## config.mk

```make
export PLATFORM = sky130hd
export DESIGN_NAME = dacc_core
export DESIGN_NICKNAME = d
export VERILOG_FILES = /design/src/design/dacc_pkg.sv /design/src/design/dacc_timer.sv /design/src/design/dacc_core.sv
export SDC_FILE = /design/constraint.sdc
export NUM_CORES = 1
export LEC_CHECK = 0
export BUFFER_PORTS_ARGS = -buffer_cell sky130_fd_sc_hd__buf_4
export CAP_MARGIN = 20
export CORE_ASPECT_RATIO = 1.25
export CORE_MARGIN = 2
export CORE_UTILIZATION = 50
export CTS_CLUSTER_SIZE = 14
export DETAILED_ROUTE_END_ITERATION = 7
export PLACE_DENSITY = 0.76
export SYNTH_ARGS = -nofsm -noshare
export SYNTH_HDL_FRONTEND = slang
export SYNTH_SLANG_ARGS = --single-unit
export TNS_END_PERCENT = 20
```

## constraint.sdc

```tcl
create_clock -name clock -period 2.7 [get_ports clock]
set_input_delay 0.135 -clock clock [delete_from_list [all_inputs] [get_ports clock]]
set_output_delay 0.135 -clock clock [all_outputs]
set_load 0.05 [all_outputs]
```

## src/design/dacc_pkg.sv

```systemverilog
// Purpose: shared constants and types for the converter control block
// Assumes: 10 MHz peripheral clock, byte-wide register port
// Notes: register offsets are byte addresses on the plain port
package dacc_pkg;
  localparam logic [7:0] CTRL_ADDR = 8'h00;
  localparam logic [7:0] DATA_ADDR = 8'h01;
  localparam logic [7:0] CTRL_RESET = 8'h00;
  localparam logic [7:0] DATA_RESET = 8'h00;
  localparam int CTRL_RUN_BIT = 7;
  localparam int CTRL_PIN_BIT = 6;
  localparam int CTRL_EN_BIT = 0;
  localparam logic [7:0] CTRL_MASK = 8'hC1;
  localparam int CODE_WIDTH = 8;
  // timing
  localparam int CLK_HZ = 10_000_000;
  localparam int SAMPLE_RATE_SPS = 350_000;
  // shortest conversion slot, rounded up to whole cycles
  localparam int CONV_CYCLES = (CLK_HZ + SAMPLE_RATE_SPS - 1)
                               / SAMPLE_RATE_SPS;
  localparam int STARTUP_NS = 10_000;
  localparam int CLK_PERIOD_NS = 100;
  localparam int STARTUP_CYCLES = (STARTUP_NS + CLK_PERIOD_NS - 1)
                                  / CLK_PERIOD_NS;
  localparam int CNT_W = 8;

  typedef struct packed {
    logic keep_running_in_sleep;
    logic pin_buffer_on;
    logic enable;
  } dacc_ctrl_t;

  typedef struct packed {
    logic core_on;
    logic buffer_on;
    logic pin_drive;
    logic internal_valid;
  } dacc_analog_t;

  typedef enum logic [1:0] {
    DACC_SLEEP_NONE,
    DACC_SLEEP_STANDBY,
    DACC_SLEEP_POWERDOWN
  } dacc_sleep_t;
endpackage : dacc_pkg

```

## src/design/dacc_timer.sv

```systemverilog
// Purpose: loadable down counter marking the end of a timed interval
// Assumes: load and count values below 2**CNT_W
// Notes: busy stays high while the count is above zero
`timescale 1ns/1ps
module dacc_timer
  import dacc_pkg::*;
(
  input wire logic clock,
  input wire logic arst_n,
  input wire logic load,
  input wire logic [CNT_W-1:0] load_value,
  input wire logic hold,
  output logic busy,
  output logic done
);
  logic [CNT_W-1:0] count;
  wire logic last = (count == 8'h01);

  always_ff @(posedge clock or negedge arst_n) begin
    if (!arst_n) begin
      count <= 8'h00;
    end else if (load) begin
      count <= load_value;
    end else if (busy && !hold) begin
      count <= count - 8'h01;
    end
  end

  assign busy = (count != 8'h00);
  assign done = last && !load && !hold;
endmodule : dacc_timer

```

## src/design/dacc_core.sv

```systemverilog
// Purpose: control logic of an 8-bit voltage-output converter
// Assumes: register port strobes one cycle long, never both at once
// Notes: analog core, reference select and pin mux live outside
//
// Chosen here: strobed register access and the register offsets.
`timescale 1ns/1ps
module dacc_core
  import dacc_pkg::*;
#(
  parameter bit INSTANCE_ZERO = 1'b1
)
(
  input wire logic clock,
  input wire logic arst_n,
  input wire logic [7:0] addr,
  input wire logic [7:0] wdata,
  input wire logic wr,
  input wire logic rd,
  output logic [7:0] rdata,
  input wire dacc_sleep_t sleep_mode,
  input wire logic clk_per_avail,
  input wire logic debug_halt,
  output logic [CODE_WIDTH-1:0] analog_code,
  output logic analog_load,
  output dacc_analog_t analog,
  output logic converting
);
  typedef enum logic [1:0] {
    DACC_OFF,
    DACC_STARTUP,
    DACC_READY,
    DACC_CONVERT
  } dacc_state_t;

  dacc_state_t state;
  dacc_state_t next_state;
  dacc_ctrl_t ctrl;
  logic [CODE_WIDTH-1:0] code;
  logic pending;
  logic next_pending;

  // register decode
  wire logic wr_ctrl = wr && (addr == CTRL_ADDR);
  wire logic wr_data = wr && (addr == DATA_ADDR);
  wire logic rd_ctrl = rd && (addr == CTRL_ADDR);
  wire logic rd_data = rd && (addr == DATA_ADDR);
  wire logic en_rise = wr_ctrl && wdata[CTRL_EN_BIT] && !ctrl.enable;

  // sleep gating; debug_halt intentionally takes no part
  wire logic in_standby = (sleep_mode == DACC_SLEEP_STANDBY);
  wire logic in_pdown = (sleep_mode == DACC_SLEEP_POWERDOWN);
  wire logic keep_ok = ctrl.keep_running_in_sleep && clk_per_avail;
  wire logic run_ok = !in_pdown &&
                      !(in_standby && !keep_ok);
  wire logic powered = ctrl.enable && run_ok;

  logic tmr_load;
  logic [CNT_W-1:0] tmr_value;
  logic tmr_busy;
  logic tmr_done;

  dacc_timer u_timer (
    .clock(clock),
    .arst_n(arst_n),
    .load(tmr_load),
    .load_value(tmr_value),
    .hold(1'b0),
    .busy(tmr_busy),
    .done(tmr_done)
  );

  // registers run on every edge; debug_halt is left unread on purpose
  always_ff @(posedge clock or negedge arst_n) begin
    if (!arst_n) begin
      ctrl <= '0;
      code <= DATA_RESET;
    end else begin
      if (wr_ctrl) begin
        ctrl.keep_running_in_sleep <= wdata[CTRL_RUN_BIT];
        ctrl.pin_buffer_on <= wdata[CTRL_PIN_BIT];
        ctrl.enable <= wdata[CTRL_EN_BIT];
      end
      if (wr_data) begin
        code <= wdata;
      end
    end
  end

  // read data one cycle after the strobe, reserved bits zero
  always_ff @(posedge clock or negedge arst_n) begin
    if (!arst_n) begin
      rdata <= 8'h00;
    end else if (rd_ctrl) begin
      rdata <= {ctrl.keep_running_in_sleep, ctrl.pin_buffer_on,
                5'h00, ctrl.enable};
    end else if (rd_data) begin
      rdata <= code;
    end else begin
      rdata <= 8'h00;
    end
  end

  // a start request is remembered until the core can take it
  wire logic start_req = (wr_data && (ctrl.enable || en_rise))
                         || en_rise;

  always_comb begin
    next_state = state;
    next_pending = pending || start_req;
    tmr_load = 1'b0;
    tmr_value = 8'h00;
    unique case (state)
      DACC_OFF: begin
        if (powered) begin
          // core needs settling time after power-up before converting
          next_state = DACC_STARTUP;
          tmr_load = 1'b1;
          tmr_value = CNT_W'(STARTUP_CYCLES);
        end
      end
      DACC_STARTUP: begin
        if (!powered) begin
          next_state = DACC_OFF;
        end else if (tmr_done) begin
          next_state = DACC_READY;
        end
      end
      DACC_READY: begin
        if (!powered) begin
          next_state = DACC_OFF;
        end else if (next_pending) begin
          next_state = DACC_CONVERT;
          next_pending = 1'b0;
          tmr_load = 1'b1;
          tmr_value = CNT_W'(CONV_CYCLES);
        end
      end
      DACC_CONVERT: begin
        if (!powered) begin
          next_state = DACC_OFF;
        end else if (tmr_done) begin
          next_state = DACC_READY;
        end
      end
    endcase
    // disabled: no conversion pending after a plain data write
    if (!ctrl.enable && !en_rise) begin
      next_pending = 1'b0;
    end
  end

  always_ff @(posedge clock or negedge arst_n) begin
    if (!arst_n) begin
      state <= DACC_OFF;
      pending <= 1'b0;
    end else begin
      state <= next_state;
      pending <= next_pending;
    end
  end

  // code latched into the string at conversion start; a write in the
  // starting cycle wins, a newer write during the slot stays pending
  wire logic conv_start = (state == DACC_READY)
                          && (next_state == DACC_CONVERT);
  wire logic [CODE_WIDTH-1:0] latest_code = wr_data ? wdata : code;

  always_ff @(posedge clock or negedge arst_n) begin
    if (!arst_n) begin
      analog_code <= DATA_RESET;
      analog_load <= 1'b0;
    end else begin
      analog_load <= conv_start;
      if (conv_start) begin
        analog_code <= latest_code;
      end
    end
  end

  wire logic core_on = powered && (state != DACC_OFF);
  wire logic buf_on = core_on && ctrl.pin_buffer_on
                      && INSTANCE_ZERO;
  // the pin drive follows the buffer; the internal path needs only the core
  assign analog = {core_on, buf_on, buf_on, core_on};
  assign converting = (state == DACC_CONVERT);

  // checks
  property p_data_start;
    @(posedge clock) disable iff (!arst_n)
      (wr_data && ctrl.enable && state == DACC_READY && powered)
      |=> state == DACC_CONVERT;
  endproperty
  a_data_start: assert property (p_data_start)
    else $error("no start");

  property p_no_start_off;
    @(posedge clock) disable iff (!arst_n)
      (wr_data && !ctrl.enable) |=> !pending && !analog_load;
  endproperty
  a_no_start_off: assert property (p_no_start_off)
    else $error("bad start");

  property p_enable_start;
    @(posedge clock) disable iff (!arst_n)
      (en_rise && run_ok) |-> ##[1:110] analog_load;
  endproperty
  a_enable_start: assert property (p_enable_start)
    else $error("no run");

  property p_enable_follow;
    @(posedge clock) disable iff (!arst_n)
      wr_ctrl |=> ctrl.enable == $past(wdata[CTRL_EN_BIT]);
  endproperty
  a_enable_follow: assert property (p_enable_follow)
    else $error("en");

  property p_pin_only;
    @(posedge clock) disable iff (!arst_n)
      analog.pin_drive |-> ctrl.pin_buffer_on && ctrl.enable;
  endproperty
  a_pin_only: assert property (p_pin_only)
    else $error("pin");

  property p_internal;
    @(posedge clock) disable iff (!arst_n)
      ($rose(ctrl.enable) && run_ok) |=> analog.internal_valid || !powered;
  endproperty
  a_internal: assert property (p_internal)
    else $error("no internal output");

  property p_keep_run;
    @(posedge clock) disable iff (!arst_n)
      (in_standby && powered && state != DACC_OFF) |=> state != DACC_OFF;
  endproperty
  a_keep_run: assert property (p_keep_run)
    else $error("stopped in standby");

  property p_pdown;
    @(posedge clock) disable iff (!arst_n)
      in_pdown |-> !analog.core_on && !analog.buffer_on;
  endproperty
  a_pdown: assert property (p_pdown)
    else $error("pdown on");

  property p_standby_off;
    @(posedge clock) disable iff (!arst_n)
      (in_standby && !ctrl.keep_running_in_sleep) |-> !analog.core_on;
  endproperty
  a_standby_off: assert property (p_standby_off)
    else $error("sb");

  property p_sleep_off;
    @(posedge clock) disable iff (!arst_n)
      (in_standby && !keep_ok)
      |-> !analog.core_on && !analog.buffer_on ##1 state == DACC_OFF;
  endproperty
  a_sleep_off: assert property (p_sleep_off)
    else $error("standby power left on");

  property p_wake;
    @(posedge clock) disable iff (!arst_n)
      $fell(in_standby) && state == DACC_OFF && powered
      |=> state == DACC_STARTUP [*8];
  endproperty
  a_wake: assert property (p_wake)
    else $error("startup");

  // cycles since the last load, saturating; guards the slot spacing
  logic [CNT_W-1:0] since_load;
  always_ff @(posedge clock or negedge arst_n) begin
    if (!arst_n) begin
      since_load <= 8'hFF;
    end else if (analog_load) begin
      since_load <= 8'h00;
    end else if (since_load != 8'hFF) begin
      since_load <= since_load + 8'h01;
    end
  end

  property p_slot;
    @(posedge clock) disable iff (!arst_n)
      analog_load |-> since_load >= CNT_W'(CONV_CYCLES - 1);
  endproperty
  a_slot: assert property (p_slot)
    else $error("slots too close");

  property p_read_data;
    @(posedge clock) disable iff (!arst_n)
      rd_data |=> rdata == $past(code);
  endproperty
  a_read_data: assert property (p_read_data)
    else $error("data read");

  property p_ctrl_rsvd;
    @(posedge clock) disable iff (!arst_n)
      rd_ctrl |=> (rdata & ~CTRL_MASK) == 8'h00;
  endproperty
  a_ctrl_rsvd: assert property (p_ctrl_rsvd)
    else $error("reserved bits set");

  property p_latest;
    @(posedge clock) disable iff (!arst_n)
      analog_load |-> analog_code == code;
  endproperty
  a_latest: assert property (p_latest)
    else $error("stale");

  c_conv: cover property (@(posedge clock) analog_load);
  c_wake: cover property (@(posedge clock) $fell(in_standby) && powered);
  c_pin: cover property (@(posedge clock) analog.pin_drive);
  c_pdown: cover property (@(posedge clock) in_pdown && ctrl.enable);
endmodule : dacc_core

```

==> results.yml, run 1 <==
clock_network:
  cts-root-buf: "clkbuf_8"
  post_cts_buffers: 0
  cts.sinks: 39
  clock_latency_ns: 0.30
  cts_buffer_depth: 2
  htree_levels: 2
  cts_tree: "yes"
  cts.clk_slew.worst_paths_ns: 0.08
  cts_made_buffers: 5
routing:
  routedWlPerCell_um: 15.4
  drtPass1Iterations: 4
  drc_errors: 0
  drt.antenna.violating_nets: 0
  vias: 1242
  vias_per_cell: 5.33
  drt-initial-drc-count: 34
  totalWireLength_mm: 3.58
placement:
  hpwlAfterDp_mm: 2.68
  portBuffers: 44
  place.gp.congestion: 0.804
  dp_cells: 224
sta:
  max_freq_mhz: 424
  timing.hold.ws_ns: 0.0821
  relSlewSlack_pct: 58.5
  layout_min_cycle_time_ns: 2.36
  post-route-period-util_pct: 87.3
  drv_slew: 0
  rsz0062_at_grt: "no"
  hold_viol: 0
  finalSetupViolations: 0
  setup_tns_ns: 0
  max_slew.worst_pin.slew_ns: 0.618
  fin_skew_ns: 0.00449
floorplanning:
  coreArea_um2: 3450
  die_w_um: 57.6
  io_pins: 46
  row_count: 24
  die_area_um2: 4090
  die-height_um: 71
  initial_core_util_pct: 52.0
worst_setup_path:
  cp_slowest_stage_delay_ns: 0.46
  end_kind: "register"
  arrival_ns: 2.54
  critPathMaxFanout: 16
  cp_cell_sequence: "or3b_1 -> a211o_1 -> a2111oi_4 -> buf_4 -> mux2_2"
  worstSetupPathType: "register to register"
  critical_path_required_ns: 2.89
  worstSetupStartpointType: "register"
  cp_slowest_cell: "dfrtp_1"
yosys:
  syn_area_per_cell_um2: 12.2
  ys_seq_elements: 39
  yosysSeqAreaShare_pct: 54.4
  syn-instance-count: 147
  synth_nets: 173
  synth_cell_types: 39
  netlist_area_um2: 1800
  ys_warn_count: 0
hold_path:
  min_path_type: "primary input to register"
power:
  max-vdd-ir-drop_mv: 0.612
  p_per_area_nw_per_um2: 627
  cellLeakagePower_nw: 1.10
run:
  maxCapViolations: 0
global_route:
  grt_pass1_wl_mm: 6.06
  antenna_found_initial: 0
  grt_max_degree: 40
  grt_pass1_vias: 1299
  grt_overflow_total: 0
  grt_usage_pct: 19.7
layout:
  antenna_cells: 0
  drive_above_1_share_pct: 40.7
  fin_cells: 233
  syn_to_final_growth_pct: 25.0
  nNetsFinal: 219
outcome:
  status: "complete, no violations"
path summary, 6_finish.rpt:
path | to | from | slack (ns) | cells after the start
max reg2reg | analog_code[4] | ctrl[0] | 0.34 | 5
min in group asynchronous | rdata[2] | arst_n | 0.33 | 2
min | ctrl[1] | wdata[6] | 0.08 | 2
max in group asynchronous | rdata[6] | arst_n | 2.04 | 2
min reg2reg | rdata[5] | code[5] | 0.48 | 1
max | analog_code[4] | ctrl[0] | 0.34 | 5
through the flow:
stage / area [um2] / power [W] / worst slack (ns) / util [%]
CTS: 2240 / 0.00142 / 0.332 / 65.0
global placement: 2140 / 0.000983 / 0.395 / 61.8
detailed placement: 2140 / 0.00100 / 0.331 / 61.8
global route: 2240 / 0.00151 / 0.248 / 65.0
finish: 2240 / 0.00141 / 0.344 / 65.0
floorplan: 1800 / 0.000910 / 0.442 / -
worst max-delay path: cells and delay by family, from the launching register on:
kind	cells	cell delay [ns]
AOI/OAI and AO/OA	2	0.73
muxes	1	0.36
buffers and inverters	1	0.29
and+or+nand+nor	1	0.40
DFF	1	0.46
what timing repair did:
action,in CTS,in global routing
hold endpoints to repair,39,0
gates resized for setup,0,0
hold buffers,1,0
report_power, final:
group          internal [W]  total, W  switching, W
Clock              0.000208  0.000418      0.000210
Sequential         0.000654  0.000739     0.0000852
Combinational      0.000133  0.000250      0.000117
cells in the mapped netlist:
master / n / area share, %
or4_4: 1 / 0.63
o2111ai_1: 1 / 0.49
nor3_1: 7 / 2.0
buf_4: 4 / 1.7
nand4b_1: 1 / 0.49
mux2_4: 2 / 1.7
clkbuf_1: 2 / 0.42
nor2b_1: 1 / 0.35
o211ai_1: 1 / 0.42
xor2_1: 2 / 0.98
dfrtp_1: 39 / 54
a311oi_1: 1 / 0.49
buf_6: 1 / 0.63
inv_1: 6 / 1.3
xnor2_1: 4 / 2.0
or4b_1: 1 / 0.56
o21bai_1: 2 / 0.84
o31ai_1: 2 / 0.84
mux2_2: 17 / 11
or4_2: 1 / 0.49
a211o_1: 1 / 0.49
and2_1: 8 / 2.8
nor2_1: 10 / 2.1
a2111oi_0: 1 / 0.49
mux2i_1: 4 / 2.2
a21o_2: 1 / 0.49
nor4_1: 2 / 0.70
or3_2: 2 / 0.84
a21oi_1: 3 / 0.84
and3_1: 2 / 0.70
a2111oi_4: 1 / 1.5
nand2b_1: 3 / 1.0
buf_2: 1 / 0.28
nor3b_1: 1 / 0.42
nand2_1: 4 / 0.84
nand3_1: 3 / 0.84
or3b_1: 1 / 0.49
ha_1: 2 / 1.4
or4_1: 1 / 0.42
placed cells by master, fill, tap and decap left out, types with 3 or more instances in the layout:
cell      instances
a21oi_1           3
and2_1            8
buf_4            46
clkbuf_8          6
dfrtp_1          39
inv_1             6
mux2_2           17
mux2i_1           4
nand2_1           4
nand2b_1          3
nand3_1           3
nor2_1           10
nor3_1            7
xnor2_1           4
routing by layer:
layer / up-vias / track usage, % / routed length (um)
li1: 603 / - / -
met1: 603 / 23.7 / 1480
met2: 30 / 32.6 / 1850
met3: 6 / 5.85 / 182
met4: 0 / 8.27 / 66
met5: - / 0 / 0
area by class of cell:
class / count / area [um2]
fill: 282 / 1210
tap: 39 / 48.8
timing repair buffer: 47 / 355
clock inverter: 2 / 16.3
inverter: 6 / 22.5
multi-input combinational: 94 / 743
clock buffer: 6 / 82.6
sequential: 39 / 976
cells by family (layout without fill, tap and decap cells):
logic type               count (synthesis)  after routing  share of synthesized area (%)
AO/OA/AOI/OAI                           14             14                           6.90
adder cells (fa/ha/maj)                  2              2                           1.39
multiplexers                            23             23                           14.6
flip-flops                              39             39                           54.4
buffers and inverters                   14             61                           4.25
XOR/XNOR                                 6              6                           2.93
AND/OR/NAND/NOR                         49             49                           15.6
sequential cells by signal (all words and copies together), names as in the netlist:
signal / flops
ctrl: 3
code: 8
rdata: 8
u_timer.count: 8
pending: 1
analog_load: 1
analog_code: 8
state: 2
No activity file was read; power rests on OpenSTA's default activity.
==> run 2, diff against run 1 <==
--- a/config.mk
+++ b/config.mk
@@ -12,6 +12,7 @@
 export CORE_UTILIZATION = 50
 export CTS_CLUSTER_SIZE = 14
 export DETAILED_ROUTE_END_ITERATION = 7
+export MAX_ROUTING_LAYER = met4
 export PLACE_DENSITY = 0.76
 export SYNTH_ARGS = -nofsm -noshare
 export SYNTH_HDL_FRONTEND = slang
==> results.yml, run 2 (synthesis results as in run 1) <==
outcome:
  status: "complete, no violations"
sta:
  hold_viol: 0
  relSlewSlack_pct: 59.3
  max_freq_mhz: 448
  fin_skew_ns: 0.00719
  post-route-period-util_pct: 82.6
  layout_min_cycle_time_ns: 2.23
  setup_tns_ns: 0
  finalSetupViolations: 0
  rsz0062_at_grt: "no"
  drv_slew: 0
  finalWorstSetupSlack_ns: 0.469
  max_slew.worst_pin.slew_ns: 0.607
power:
  p_per_area_nw_per_um2: 653
  max-vdd-ir-drop_mv: 0.423
  cellLeakagePower_nw: 1.12
layout:
  syn_to_final_growth_pct: 26.7
  nNetsFinal: 220
  drive_above_1_share_pct: 41.0
  fin_cells: 234
  final_common_cell: "buf_4"
  layout_common_cells: "buf_4, dfrtp_1, mux2_2, nor2_1, and2_1"
  antenna_cells: 0
worst_setup_path:
  cp_num_buf_inv: 1
  arrival_ns: 2.41
  cp_cell_sequence: "or3b_1 -> a211o_1 -> a2111oi_4 -> buf_4 -> mux2_2"
  worstSetupStartpointType: "register"
  end_kind: "register"
  cp_slowest_stage_delay_ns: 0.41
  critPathMaxFanout: 16
  cp_slowest_cell: "a2111oi_4"
  critical_path_required_ns: 2.88
  worstSetupPathType: "register to register"
  crit_family: "compound AO/OA/AOI/OAI gates"
clock_network:
  cts.sinks: 39
  cts_made_buffers: 5
  cts_tree: "yes"
  clock_latency_ns: 0.29
  cts-root-buf: "clkbuf_8"
  cts.clk_slew.worst_paths_ns: 0.08
  htree_levels: 2
  cts_resized: 0
  cts_buffer_depth: 2
routing:
  vias: 1235
  drtPass1Iterations: 4
  drt-initial-drc-count: 13
  drt.antenna.violating_nets: 0
  routedWlPerCell_um: 14.3
  drc_errors: 0
  vias_per_cell: 5.28
  totalWireLength_mm: 3.34
hold_path:
  min_path_type: "primary input to register"
global_route:
  grt_pass1_vias: 1256
  antenna_found_initial: 0
  grt_pass1_wl_mm: 5.73
  grt_max_degree: 40
  grt_overflow_total: 0
  grt_usage_pct: 18.7
placement:
  place.gp.congestion: 0.813
  portBuffers: 44
  dp_cells: 225
  dp_slack_ns: 0.384
  hpwlAfterDp_mm: 2.48
floorplanning:
  die_w_um: 57.6
  row_count: 24
  coreArea_um2: 3450
  die_area_um2: 4090
  io_pins: 46
  initial_core_util_pct: 52.0
  die-height_um: 71
run:
  maxCapViolations: 0
-- run 2: cell count changes in the layout (fill, tap and decap cells not counted) --
cell / previous run / this run
bufinv_16: 0 / 1
inv_6: 0 / 1
buf_4: 46 / 47
clkinv_4: 1 / 0
clkinvlp_4: 1 / 0
-- run 2: cell type report --
cell class                 instances  area, um2
clock buffer                       6       82.6
clock inverter                     2       38.8
fill                             271       1180
inverter                           6       22.5
multi-input combinational         94        743
sequential                        39        976
tap                               39       48.8
timing repair buffer              48        363
-- run 2: where the power goes --
group	total, W	switching [W]	internal [W]
combinational	0.000249	0.000116	0.000133
clock	0.000502	0.000198	0.000304
sequential	0.000734	0.0000802	0.000654
total	0.00149	0.000395	0.00109
-- run 2: metrics by stage --
step / total power, W / util, % / area, um2 / hold slack [ns]
finish: 0.00149 / 65.9 / 2270 / 0.0978
detailed placement: 0.000992 / 62.1 / 2140 / 0.126
global placement: 0.000984 / 62.1 / 2140 / 0.124
CTS: 0.00150 / 65.9 / 2270 / 0.0873
floorplan: 0.000910 / - / 1800 / -0.161
global route: 0.00158 / 65.9 / 2270 / 0.0866
-- run 2: repair_timing --
action	4_1_cts	5_1_grt
hold buffers	1	0
endpoints found under the hold margin	39	0
setup buffers	0	0
-- run 2: final timing paths --
check	slack, ns	cells past startpoint	from	end
hold / removal	0.1	2	wdata[7]	ctrl[2]
min in group asynchronous	0.34	2	arst_n	rdata[4]
hold reg to reg	0.48	1	code[3]	rdata[3]
max in group asynchronous	2.01	2	arst_n	u_timer.count[0]
setup reg to reg	0.47	5	ctrl[0]	analog_code[4]
setup / recovery	0.47	5	ctrl[0]	analog_code[4]
-- run 2: layer usage --
layer	global-route usage (%)	part of all wire (%)	up-vias
li1	-	-	606
met1	23.0	42	591
met2	29.2	51	32
met3	4.75	6.5	6
met4	7.49	1.2	0
met5	-	0	-
